<file path="src/design/acs_defs.svh">
`ifndef ACS_DEFS_SVH
`define ACS_DEFS_SVH
// register byte offsets
`define ACS_REG_CTRL   8'h00
`define ACS_REG_STAT   8'h04
`define ACS_REG_FREQ   8'h08
`define ACS_REG_MADI   8'h0C
`define ACS_REG_CRC    8'h10
`define ACS_CTRL_RST   32'h0006_0008
// control field positions
`define ACS_F_SRC      2:0
`define ACS_F_AUTO     3
`define ACS_F_SSPEED   4
`define ACS_F_AESOPT2  5
`define ACS_F_MADIIN   7:6
`define ACS_F_RECPROC  8
`define ACS_F_LOOPBK   9
`define ACS_F_OPT1SP   10
`define ACS_F_OPT2     12:11
`define ACS_F_MADIOUT  14:13
`define ACS_F_FMT56    15
`define ACS_F_FRAME96  16
`define ACS_F_RATE     20:17
// channel figures
`define ACS_OPT1_FIRST 5'h0F
`define ACS_OPT2_FIRST 5'h17
`define ACS_OPT_CH     4'h8
`define ACS_SPDIF_CH   4'h2
`define ACS_MADI_CH64  7'h40
`define ACS_MADI_CH56  7'h38
`define ACS_MADI_SPLIT 7'h20
// rate codes: 1..9 = 32,44.1,48,64,88.2,96,128,176.4,192 kHz
`define ACS_RATE_NONE  4'h0
`define ACS_RESP_OK    2'h0
`define ACS_RESP_ERR   2'h2
`endif

</file>
<file path="src/design/acs_pkg_unused_guard.sv">
`timescale 1ns/1ps

</file>
<file path="src/design/acs_pkg.sv">
package acs_pkg;
  typedef enum logic [2:0] {
    ACS_SRC_INT, ACS_SRC_WORD, ACS_SRC_AES, ACS_SRC_OPT1,
    ACS_SRC_OPT2, ACS_SRC_MADI_O, ACS_SRC_MADI_C, ACS_SRC_RSVD
  } acs_src_e;
  typedef enum logic [1:0] {ACS_MI_OPT, ACS_MI_COAX, ACS_MI_AUTO, ACS_MI_SPLIT} acs_min_e;
  typedef enum logic [1:0] {ACS_MO_OPT, ACS_MO_MIRROR, ACS_MO_SPLIT, ACS_MO_RSVD} acs_mout_e;
  typedef enum {ACS_MA_SCAN, ACS_MA_OPT, ACS_MA_COAX} acs_ma_e;
  typedef struct packed {logic lock; logic sync; logic [3:0] freq;} acs_in_s;
  typedef struct packed {
    logic lock; logic sync; logic [3:0] freq; logic frame96; logic ch64;
  } acs_madi_s;
  typedef struct packed {
    logic       aes_in_opt2;
    logic       madi_rx_opt;
    logic       madi_rx_coax;
    logic [6:0] madi_rx_ch;
    logic       rec_eq_in;
    logic       rec_eq_out;
    logic       opt1_spdif;
    logic [4:0] opt1_first;
    logic [3:0] opt1_ch;
    logic       opt2_spdif;
    logic       opt2_aes;
    logic [4:0] opt2_first;
    logic [3:0] opt2_ch;
    logic       madi_tx_coax;
    logic       wc_out_madi;
    logic [6:0] madi_tx_ch;
    logic       madi_tx_f96;
  } acs_route_s;
  typedef struct packed {
    acs_src_e   src;
    logic       master;
    logic [3:0] int_rate;
    logic [3:0] wc_out_rate;
  } acs_clk_s;
endpackage

</file>
<file path="src/design/acs_top.sv">
`timescale 1ns/1ps
`include "acs_defs.svh"
// Contract
// - aes source on optical 2 feeds that spdif into aes channel, drops xlr
// - auto madi input activates whichever input first carries valid madi
// - split madi input receives both ports, 32 channels each
// - record processing puts input eq and dynamics in the record path
// - with loopback, record uses output channel eq and dynamics instead
// - optical 1 carries 15-22 multichannel or 15/16 spdif
// - optical 2 carries 23-30 multichannel or 23/24 spdif
// - optical 2 set to aes transmits the aes output as spdif
// - madi mirror drives coaxial output with same stream as optical
// - split madi output sends 32 channels on each port
// - above 48 kHz madi output uses 48k or native 96k frame
// - word, aes, optical inputs report no lock, lock, sync and frequency
// - each madi input reports lock, rate, frame type, channel count
// - single speed folds word clock output into 32 to 48 kHz
// - without single speed, base-rate word clock locks higher internal rate
// - with single speed, internal rate follows external word clock fully
// - keep preferred input while valid, else first valid input in order from word clock
// - no valid input runs internal master and shows current source; code does this only with auto set, else keeps preferred source as slave
// - reference failure in auto mode falls back to internal clock
// - count and report usb transmission errors
// - 88.2/96 double, 176.4/192 quad speed, channels halved or quartered
module acs_top
  import acs_pkg::*;
#(
  parameter int CRC_W = 16
) (
  // clock and reset
  input  logic              clock,
  input  logic              srst,
  // axi4-lite register slave
  input  logic [7:0]        s_axi_awaddr,
  input  logic              s_axi_awvalid,
  output logic              s_axi_awready,
  input  logic [31:0]       s_axi_wdata,
  input  logic [3:0]        s_axi_wstrb,
  input  logic              s_axi_wvalid,
  output logic              s_axi_wready,
  output logic [1:0]        s_axi_bresp,
  output logic              s_axi_bvalid,
  input  logic              s_axi_bready,
  input  logic [7:0]        s_axi_araddr,
  input  logic              s_axi_arvalid,
  output logic              s_axi_arready,
  output logic [31:0]       s_axi_rdata,
  output logic [1:0]        s_axi_rresp,
  output logic              s_axi_rvalid,
  input  logic              s_axi_rready,
  // receiver status pins: word, aes, optical 1, optical 2
  input  acs_in_s   [3:0]   in_st,
  input  acs_madi_s [1:0]   madi_st,
  input  logic              usb_crc_err,
  // routing and clocking controls
  output acs_route_s        route,
  output acs_clk_s          clk_ctl
);
  if (CRC_W < 1 || CRC_W > 32) begin : g_chk
    $error("CRC_W must be 1 to 32");
  end

  localparam int SW = 4 * 6 + 2 * 8 + 1;

  logic [SW-1:0]      meta_ff;
  logic [SW-1:0]      sync_ff;
  logic               crc_d_ff;
  acs_in_s   [3:0]    ins;
  acs_madi_s [1:0]    mds;
  logic               crc_lvl;
  logic [5:0]         valid;
  logic [5:0]         syn;
  logic [5:0][3:0]    frq;
  logic [31:0]        ctrl_ff;
  acs_route_s         route_ff;
  acs_route_s         nxt_route;
  acs_clk_s           clk_ff;
  acs_clk_s           nxt_clk;
  acs_ma_e            ma_ff;
  acs_ma_e            nxt_ma;
  logic [CRC_W-1:0]   crc_ff;
  logic               crc_evt;
  logic               crc_clr;
  logic [7:0]         aw_ff;
  logic               aw_v_ff;
  logic [31:0]        w_ff;
  logic [3:0]         ws_ff;
  logic               w_v_ff;
  logic               bvalid_ff;
  logic [1:0]         bresp_ff;
  logic               rvalid_ff;
  logic [31:0]        rdata_ff;
  logic [1:0]         rresp_ff;
  logic               do_wr;
  logic               do_rd;
  logic [31:0]        rd_data;
  logic               rd_ok;
  logic [11:0]        lkst;
  acs_src_e           pref;
  acs_min_e           min_mode;
  acs_mout_e          mout_mode;
  logic [3:0]         rate_sel;
  logic [1:0]         spd_i;

  // rate code helpers: speed class and base family
  function automatic logic [1:0] spd(input logic [3:0] c);
    spd = (c > 4'h6) ? 2'h2 : (c > 4'h3) ? 2'h1 : 2'h0;
  endfunction
  function automatic logic [1:0] fam(input logic [3:0] c);
    logic [3:0] t;
    t = 4'(c - 4'h1 - {1'b0, spd(c), 1'b0} - {2'h0, spd(c)});
    fam = (c == `ACS_RATE_NONE) ? 2'h0 : t[1:0];
  endfunction
  function automatic logic [3:0] mk(input logic [1:0] f, input logic [1:0] s);
    mk = 4'(4'h1 + {2'h0, f} + {1'b0, s, 1'b0} + {2'h0, s});
  endfunction

  // two-stage synchroniser for all pin status
  always_ff @(posedge clock) begin
    if (srst) begin
      meta_ff  <= '0;
      sync_ff  <= '0;
      crc_d_ff <= 1'b0;
    end else begin
      meta_ff  <= {in_st, madi_st, usb_crc_err};
      sync_ff  <= meta_ff;
      crc_d_ff <= crc_lvl;
    end
  end
  assign {ins, mds, crc_lvl} = sync_ff;

  // per-input valid, sync and frequency views
  for (genvar i = 0; i < 6; i++) begin : g_in
    if (i < 4) begin : g_d
      assign valid[i] = ins[i].lock | ins[i].sync;
      assign syn[i]   = ins[i].sync;
      assign frq[i]   = ins[i].freq;
    end else begin : g_m
      assign valid[i] = mds[i-4].lock | mds[i-4].sync;
      assign syn[i]   = mds[i-4].sync;
      assign frq[i]   = mds[i-4].freq;
    end
    assign lkst[2*i +: 2] = {syn[i], valid[i] & ~syn[i]};
  end

  // control field views
  assign pref      = acs_src_e'(ctrl_ff[`ACS_F_SRC]);
  assign min_mode  = acs_min_e'(ctrl_ff[`ACS_F_MADIIN]);
  assign mout_mode = acs_mout_e'(ctrl_ff[`ACS_F_MADIOUT]);
  assign rate_sel  = ctrl_ff[`ACS_F_RATE];
  assign spd_i     = spd(clk_ff.int_rate);

  // reference selection and internal rate
  always_comb begin
    logic [3:0] ext;
    ext         = `ACS_RATE_NONE;
    nxt_clk     = '0;
    nxt_clk.src = ACS_SRC_INT;
    if (pref != ACS_SRC_INT && pref != ACS_SRC_RSVD) begin
      if (!ctrl_ff[`ACS_F_AUTO] || valid[pref - 3'h1]) begin
        nxt_clk.src = pref;
      end else begin
        for (int i = 5; i >= 0; i--) begin
          if (valid[i]) nxt_clk.src = acs_src_e'(3'(i + 1));
        end
      end
    end
    nxt_clk.master = (nxt_clk.src == ACS_SRC_INT);
    ext = (nxt_clk.master) ? `ACS_RATE_NONE : frq[nxt_clk.src - 3'h1];
    if (ext == `ACS_RATE_NONE) nxt_clk.int_rate = rate_sel;
    else if (nxt_clk.src == ACS_SRC_WORD && !ctrl_ff[`ACS_F_SSPEED])
      nxt_clk.int_rate = mk(fam(ext), spd(rate_sel));
    else nxt_clk.int_rate = ext;
    nxt_clk.wc_out_rate = ctrl_ff[`ACS_F_SSPEED] ?
      mk(fam(nxt_clk.int_rate), 2'h0) : nxt_clk.int_rate;
  end

  // automatic madi input choice
  always_comb begin
    nxt_ma = ma_ff;
    case (ma_ff)
      ACS_MA_SCAN: begin
        if (valid[4]) nxt_ma = ACS_MA_OPT;
        else if (valid[5]) nxt_ma = ACS_MA_COAX;
      end
      ACS_MA_OPT:  if (!valid[4]) nxt_ma = ACS_MA_SCAN;
      ACS_MA_COAX: if (!valid[5]) nxt_ma = ACS_MA_SCAN;
      default:     nxt_ma = ACS_MA_SCAN;
    endcase
    if (min_mode != ACS_MI_AUTO) nxt_ma = ACS_MA_SCAN;
  end

  always_ff @(posedge clock) begin
    if (srst) ma_ff <= ACS_MA_SCAN;
    else ma_ff <= nxt_ma;
  end

  // port routing from control and current speed
  always_comb begin
    nxt_route = '0;
    nxt_route.aes_in_opt2 = ctrl_ff[`ACS_F_AESOPT2];
    case (min_mode)
      ACS_MI_OPT:   nxt_route.madi_rx_opt = 1'b1;
      ACS_MI_COAX:  nxt_route.madi_rx_coax = 1'b1;
      ACS_MI_AUTO: begin
        nxt_route.madi_rx_opt  = (ma_ff == ACS_MA_OPT);
        nxt_route.madi_rx_coax = (ma_ff == ACS_MA_COAX);
      end
      default: begin
        nxt_route.madi_rx_opt  = 1'b1;
        nxt_route.madi_rx_coax = 1'b1;
      end
    endcase
    nxt_route.madi_rx_ch = (min_mode == ACS_MI_SPLIT) ?
      (`ACS_MADI_SPLIT >> spd_i) : (`ACS_MADI_CH64 >> spd_i);
    nxt_route.rec_eq_in  = ctrl_ff[`ACS_F_RECPROC] & ~ctrl_ff[`ACS_F_LOOPBK];
    nxt_route.rec_eq_out = ctrl_ff[`ACS_F_RECPROC] & ctrl_ff[`ACS_F_LOOPBK];
    nxt_route.opt1_spdif = ctrl_ff[`ACS_F_OPT1SP];
    nxt_route.opt1_first = `ACS_OPT1_FIRST;
    nxt_route.opt1_ch    = ctrl_ff[`ACS_F_OPT1SP] ?
      `ACS_SPDIF_CH : (`ACS_OPT_CH >> spd_i);
    nxt_route.opt2_spdif = (ctrl_ff[`ACS_F_OPT2] != 2'h0);
    nxt_route.opt2_aes   = (ctrl_ff[`ACS_F_OPT2] == 2'h2);
    nxt_route.opt2_first = `ACS_OPT2_FIRST;
    nxt_route.opt2_ch    = nxt_route.opt2_spdif ?
      `ACS_SPDIF_CH : (`ACS_OPT_CH >> spd_i);
    nxt_route.wc_out_madi  = (mout_mode == ACS_MO_MIRROR);
    nxt_route.madi_tx_coax = (mout_mode == ACS_MO_MIRROR) ||
                             (mout_mode == ACS_MO_SPLIT);
    if (mout_mode == ACS_MO_SPLIT) nxt_route.madi_tx_ch = `ACS_MADI_SPLIT >> spd_i;
    else if (ctrl_ff[`ACS_F_FMT56]) nxt_route.madi_tx_ch = `ACS_MADI_CH56 >> spd_i;
    else nxt_route.madi_tx_ch = `ACS_MADI_CH64 >> spd_i;
    nxt_route.madi_tx_f96 = ctrl_ff[`ACS_F_FRAME96] & (spd_i != 2'h0);
  end

  // registered routing and clock outputs
  always_ff @(posedge clock) begin
    if (srst) begin
      route_ff <= '0;
      clk_ff   <= '{src: ACS_SRC_INT, master: 1'b1, default: '0};
    end else begin
      route_ff <= nxt_route;
      clk_ff   <= nxt_clk;
    end
  end
  assign route   = route_ff;
  assign clk_ctl = clk_ff;

  // usb error counter, a same-cycle clear and event leave a count of one
  assign crc_evt = crc_lvl & ~crc_d_ff;
  assign crc_clr = do_wr && (aw_ff == `ACS_REG_CRC);
  always_ff @(posedge clock) begin
    if (srst) crc_ff <= '0;
    else if (crc_evt && crc_clr) crc_ff <= CRC_W'(1);
    else if (crc_clr) crc_ff <= '0;
    else if (crc_evt && crc_ff != '1) crc_ff <= crc_ff + CRC_W'(1);
  end

  // axi write address and data capture, any order
  assign s_axi_awready = ~aw_v_ff & ~bvalid_ff;
  assign s_axi_wready  = ~w_v_ff & ~bvalid_ff;
  assign do_wr         = aw_v_ff & w_v_ff & ~bvalid_ff;
  always_ff @(posedge clock) begin
    if (srst) begin
      aw_v_ff <= 1'b0;
      w_v_ff  <= 1'b0;
      aw_ff   <= '0;
      w_ff    <= '0;
      ws_ff   <= '0;
    end else begin
      if (s_axi_awvalid && s_axi_awready) begin
        aw_v_ff <= 1'b1;
        aw_ff   <= s_axi_awaddr;
      end else if (do_wr) aw_v_ff <= 1'b0;
      if (s_axi_wvalid && s_axi_wready) begin
        w_v_ff <= 1'b1;
        w_ff   <= s_axi_wdata;
        ws_ff  <= s_axi_wstrb;
      end else if (do_wr) w_v_ff <= 1'b0;
    end
  end

  // write response and control register update
  always_ff @(posedge clock) begin
    if (srst) begin
      bvalid_ff <= 1'b0;
      bresp_ff  <= `ACS_RESP_OK;
      ctrl_ff   <= `ACS_CTRL_RST;
    end else begin
      if (do_wr) begin
        bvalid_ff <= 1'b1;
        bresp_ff  <= (aw_ff == `ACS_REG_CTRL || aw_ff == `ACS_REG_CRC) ?
                     `ACS_RESP_OK : `ACS_RESP_ERR;
        if (aw_ff == `ACS_REG_CTRL) begin
          for (int b = 0; b < 4; b++) begin
            if (ws_ff[b]) ctrl_ff[8*b +: 8] <= w_ff[8*b +: 8];
          end
        end
      end else if (s_axi_bready) bvalid_ff <= 1'b0;
    end
  end
  assign s_axi_bvalid = bvalid_ff;
  assign s_axi_bresp  = bresp_ff;

  // read decode
  always_comb begin
    rd_data = '0;
    rd_ok   = 1'b1;
    case (s_axi_araddr)
      `ACS_REG_CTRL: rd_data = ctrl_ff;
      `ACS_REG_STAT: begin
        rd_data[2:0]  = clk_ff.src;
        rd_data[3]    = clk_ff.master;
        rd_data[4]    = route_ff.madi_rx_opt;
        rd_data[5]    = route_ff.madi_rx_coax;
        rd_data[17:6] = lkst;
      end
      `ACS_REG_FREQ: rd_data[27:0] = {clk_ff.int_rate, frq};
      `ACS_REG_MADI: rd_data[11:0] = {clk_ff.wc_out_rate, 4'h0,
        mds[1].ch64, mds[1].frame96, mds[0].ch64, mds[0].frame96};
      `ACS_REG_CRC:  rd_data[CRC_W-1:0] = crc_ff;
      default:       rd_ok = 1'b0;
    endcase
  end

  // read channel
  assign s_axi_arready = ~rvalid_ff;
  assign do_rd         = s_axi_arvalid & ~rvalid_ff;
  always_ff @(posedge clock) begin
    if (srst) begin
      rvalid_ff <= 1'b0;
      rdata_ff  <= '0;
      rresp_ff  <= `ACS_RESP_OK;
    end else if (do_rd) begin
      rvalid_ff <= 1'b1;
      rdata_ff  <= rd_data;
      rresp_ff  <= rd_ok ? `ACS_RESP_OK : `ACS_RESP_ERR;
    end else if (s_axi_rready) rvalid_ff <= 1'b0;
  end
  assign s_axi_rvalid = rvalid_ff;
  assign s_axi_rdata  = rdata_ff;
  assign s_axi_rresp  = rresp_ff;
endmodule

</file>
<file path="config.mk">
export PLATFORM = sky130hd
export DESIGN_NAME = acs_top
export DESIGN_NICKNAME = d
export VERILOG_FILES = /design/src/design/acs_pkg_unused_guard.sv /design/src/design/acs_pkg.sv /design/src/design/acs_top.sv
export VERILOG_INCLUDE_DIRS = /design/src /design/src/design
export SDC_FILE = /design/constraint.sdc
export NUM_CORES = 1
export LEC_CHECK = 0
export BUFFER_PORTS_ARGS = -buffer_cell sky130_fd_sc_hd__buf_2
export CORE_MARGIN = 4
export CORE_UTILIZATION = 50
export CTS_BUF_LIST = sky130_fd_sc_hd__clkbuf_4
export DETAILED_ROUTE_END_ITERATION = 16
export PLACE_DENSITY_LB_ADDON = 0.3
export SLEW_MARGIN = 20
export SYNTH_ARGS = -nofsm -noshare
export SYNTH_HDL_FRONTEND = slang
export SYNTH_SLANG_ARGS = --single-unit
export TNS_END_PERCENT = 20
</file>
<file path="constraint.sdc">
create_clock -name clock -period 20.6 [get_ports clock]
set_input_delay 1.03 -clock clock [delete_from_list [all_inputs] [get_ports clock]]
set_output_delay 1.03 -clock clock [all_outputs]
set_load 0.05 [all_outputs]
</file>
==> run metrics <==
status=finished, final reports clean; Sw Ratio=0.260; vias=8,443; final std cell area, no fill=11,800 µm²; die area=22,300 µm²; synth warn=0; antenna violations before repair=2; Clock Power Share=0.387; number of flops mapped to enable cells by yosys=0; total global-route track usage=0.233; Routed WL=26,700 µm; internal power=0.747 mW; async set-reset flop share out of synthesis=0; maximum VDD drop=0.0000469 V; most frequent cells in the layout=dfxtp_1, buf_2, nand2_1; ANT nets after route=0; Core ar.=19,600 µm²; port buffer count=189; Max Slew Vio Count=0; post-synth top area cell=dfxtp_1; H-tree depth=2; Least-Margin Pin Slew=1030 ps; area delta synth->final=17.7%; RSZ-0062 raised after global routing=false; CTS tree=done; Synth Register Bits=259; hold_buf cts=0; row cnt=51; Ports=196; DRT Pass-1 Iters=5; CTS root buf=clkbuf_4; post-route setup slack=13,130 ps; clock-pin slew on the worst setup and hold paths=70 ps; Max stage delay on crit path=620 ps; fmax=0.134 GHz; final hold vios=0; detailed placement HPWL=19,100 µm; pwr dens=85.9 nW/µm²; final setup fails=0; CP max FO=12; commonest non-fill, non-tap cell in the layout=dfxtp_1; Post-CTS Setup Repair Bufs=0; top-area cell type share of the netlist area=0.518; Slew HR=0.309; clk sinks=259; fin nets=1,420; Mapped Area=10,000 µm²; Place WS=13,190 ps; post-route insts no fill=1,615; Crit. End Element=register; DP Area=11,000 µm²; total gr overflow=0; mean routed wirelength per cell=16.5 µm; Max-Cap Viols=0; Startpoint Class=register; vias in the first global route=7,940; Starting Density=0.511; sequential share of power=0.525; main area contributors after synthesis=dfxtp_1, nand2_1, nor2b_1; predominant post-synthesis flop cell=dfxtp_1; combinational power share=0.088; DRC errors left=0; Synth cell types=64; Final min period=7470 ps; share of cells above drive strength 1=0.242; final worst-path cycle share=0.362; setup total negative slack=0 ps; P_sw=0.263 mW; Via-to-Cell Ratio=5.23; Core Util, Final=0.601; critical path data arrival time=8010 ps; Clock Skews=24.6 ps; Crit-path slowest cell=ha_1; Post-Synthesis Cells=1,115; drt first-iter violations=600; register area share after synthesis=0.518; largest net degree at the start of global routing=68; Die Width=149 µm; Crit path top cell by count=ha_1; Inst Count DP=1,507; clk_lat worst skew=680 ps; Hold Crit Class=reg2reg; crit path kind=reg2reg; global-route wire length before repair=40,900 µm; TritonCTS buffer count=61; Worst EP required=21,140 ps; Die Ht=149 µm; synthesized area per cell=8.97 µm²; Resized cells post-CTS=0; Leak=4.90 nW; RD Place Congestion=0.926; clock buffer depth=3
[metal layers]
metal,vias up,global-route usage,part of all wire
met1,3885,0.300,0.43
met5,-,0,0.00049
met3,61,0.0491,0.071
li1,4167,-,-
met4,2,0.0989,0.032
met2,328,0.381,0.46
[registers in the layout, indices dropped and copies added (netlist names), 2 cells and up]
signal and cells:
meta_ff 41, route 32, aw_ff 8, ws_ff 4, w_ff 32, sync_ff 41
s_axi_rdata 32, crc_ff 16, clk_ctl 12, ma_ff 2, ctrl_ff 32
[final timing paths]
check                           slack (ps)     endpoint   startpoint  cells past startpoint
worst max-delay path                 13130   clk_ctl[1]   ctrl_ff[0]                     30
worst min-delay path                   430  sync_ff[35]  meta_ff[35]                      1
worst max register to register       13130   clk_ctl[1]   ctrl_ff[0]                     30
worst min register to register         430  sync_ff[35]  meta_ff[35]                      1
[cell type report]
type / instances / area [µm²]
Tap cell: 265 / 332
Clock inverter: 17 / 75.1
Multi-Input combinational cell: 762 / 4400
Antenna cell: 1 / 2.50
Inverter: 25 / 93.8
Timing Repair Buffer: 196 / 1000
Clock buffer: 90 / 676
Sequential cell: 259 / 5180
Fill cell: 1830 / 7820
[cells in the mapped netlist, drive strengths merged (2+ instances only)]
cell / count
nand4: 2
dfxtp: 259
nor2b: 95
nor3b: 5
ha: 15
a211oi: 12
clkbuf: 52
mux4: 2
nand2: 186
a221oi: 18
mux2: 15
a222oi: 9
inv: 25
or3: 4
o21ai: 19
a32oi: 2
and3: 7
nor4: 5
a21oi: 114
and2: 15
o31a: 3
buf: 26
a22oi: 7
a31oi: 10
o211ai: 2
nand3: 27
a21o: 3
nand3b: 4
xnor2: 6
nor3: 22
nor2: 98
mux2i: 17
xor2: 11
[stage by stage]
stage | hold WS [ps] | total power [mW]
3_5_place_dp | 424 | 0.631
6_report | 428 | 1.01
5_1_grt | 438 | 1.06
2_1_floorplan | 414 | 0.603
4_1_cts | 439 | 1.02
3_3_place_gp | 418 | 0.630
[cell families (layout without fill, tap and decap cells)]
| family | count (synthesis) | count (layout) | share of synthesized area |
|---|---|---|---|
| adders and majority gates | 15 | 15 | 0.0188 |
| and+or+nand+nor | 475 | 475 | 0.224 |
| muxes | 34 | 34 | 0.0399 |
| AOI/OAI and AO/OA | 211 | 211 | 0.137 |
| xor gates and xnor gates | 17 | 17 | 0.0149 |
| other | 1 | 11 | 0.000375 |
| DFF | 259 | 259 | 0.518 |
| buffers and inverters | 103 | 328 | 0.0464 |
[worst max-delay path, delay by kind of cell (launching register included)]
family | cells | cell delay (ps)
AO/OA/AOI/OAI | 8 | 1420
XOR/XNOR | 2 | 450
adder cells (fa/ha/maj) | 9 | 2450
buffers and inverters | 2 | 180
flip-flops | 1 | 460
multiplexers | 5 | 1450
AND/OR/NAND/NOR | 4 | 900
[power groups by stage]
stage / clock (mW) / combinational, mW / sequential (mW)
after detailed placement: 0 / 0.0891 / 0.542
final: 0.391 / 0.0890 / 0.531
after global placement: 0 / 0.0883 / 0.541
after global routing: 0.428 / 0.0971 / 0.532
after CTS: 0.400 / 0.0896 / 0.530
after floorplan: 0 / 0.0477 / 0.555
Note: power is estimated with default switching activity, not from simulation.
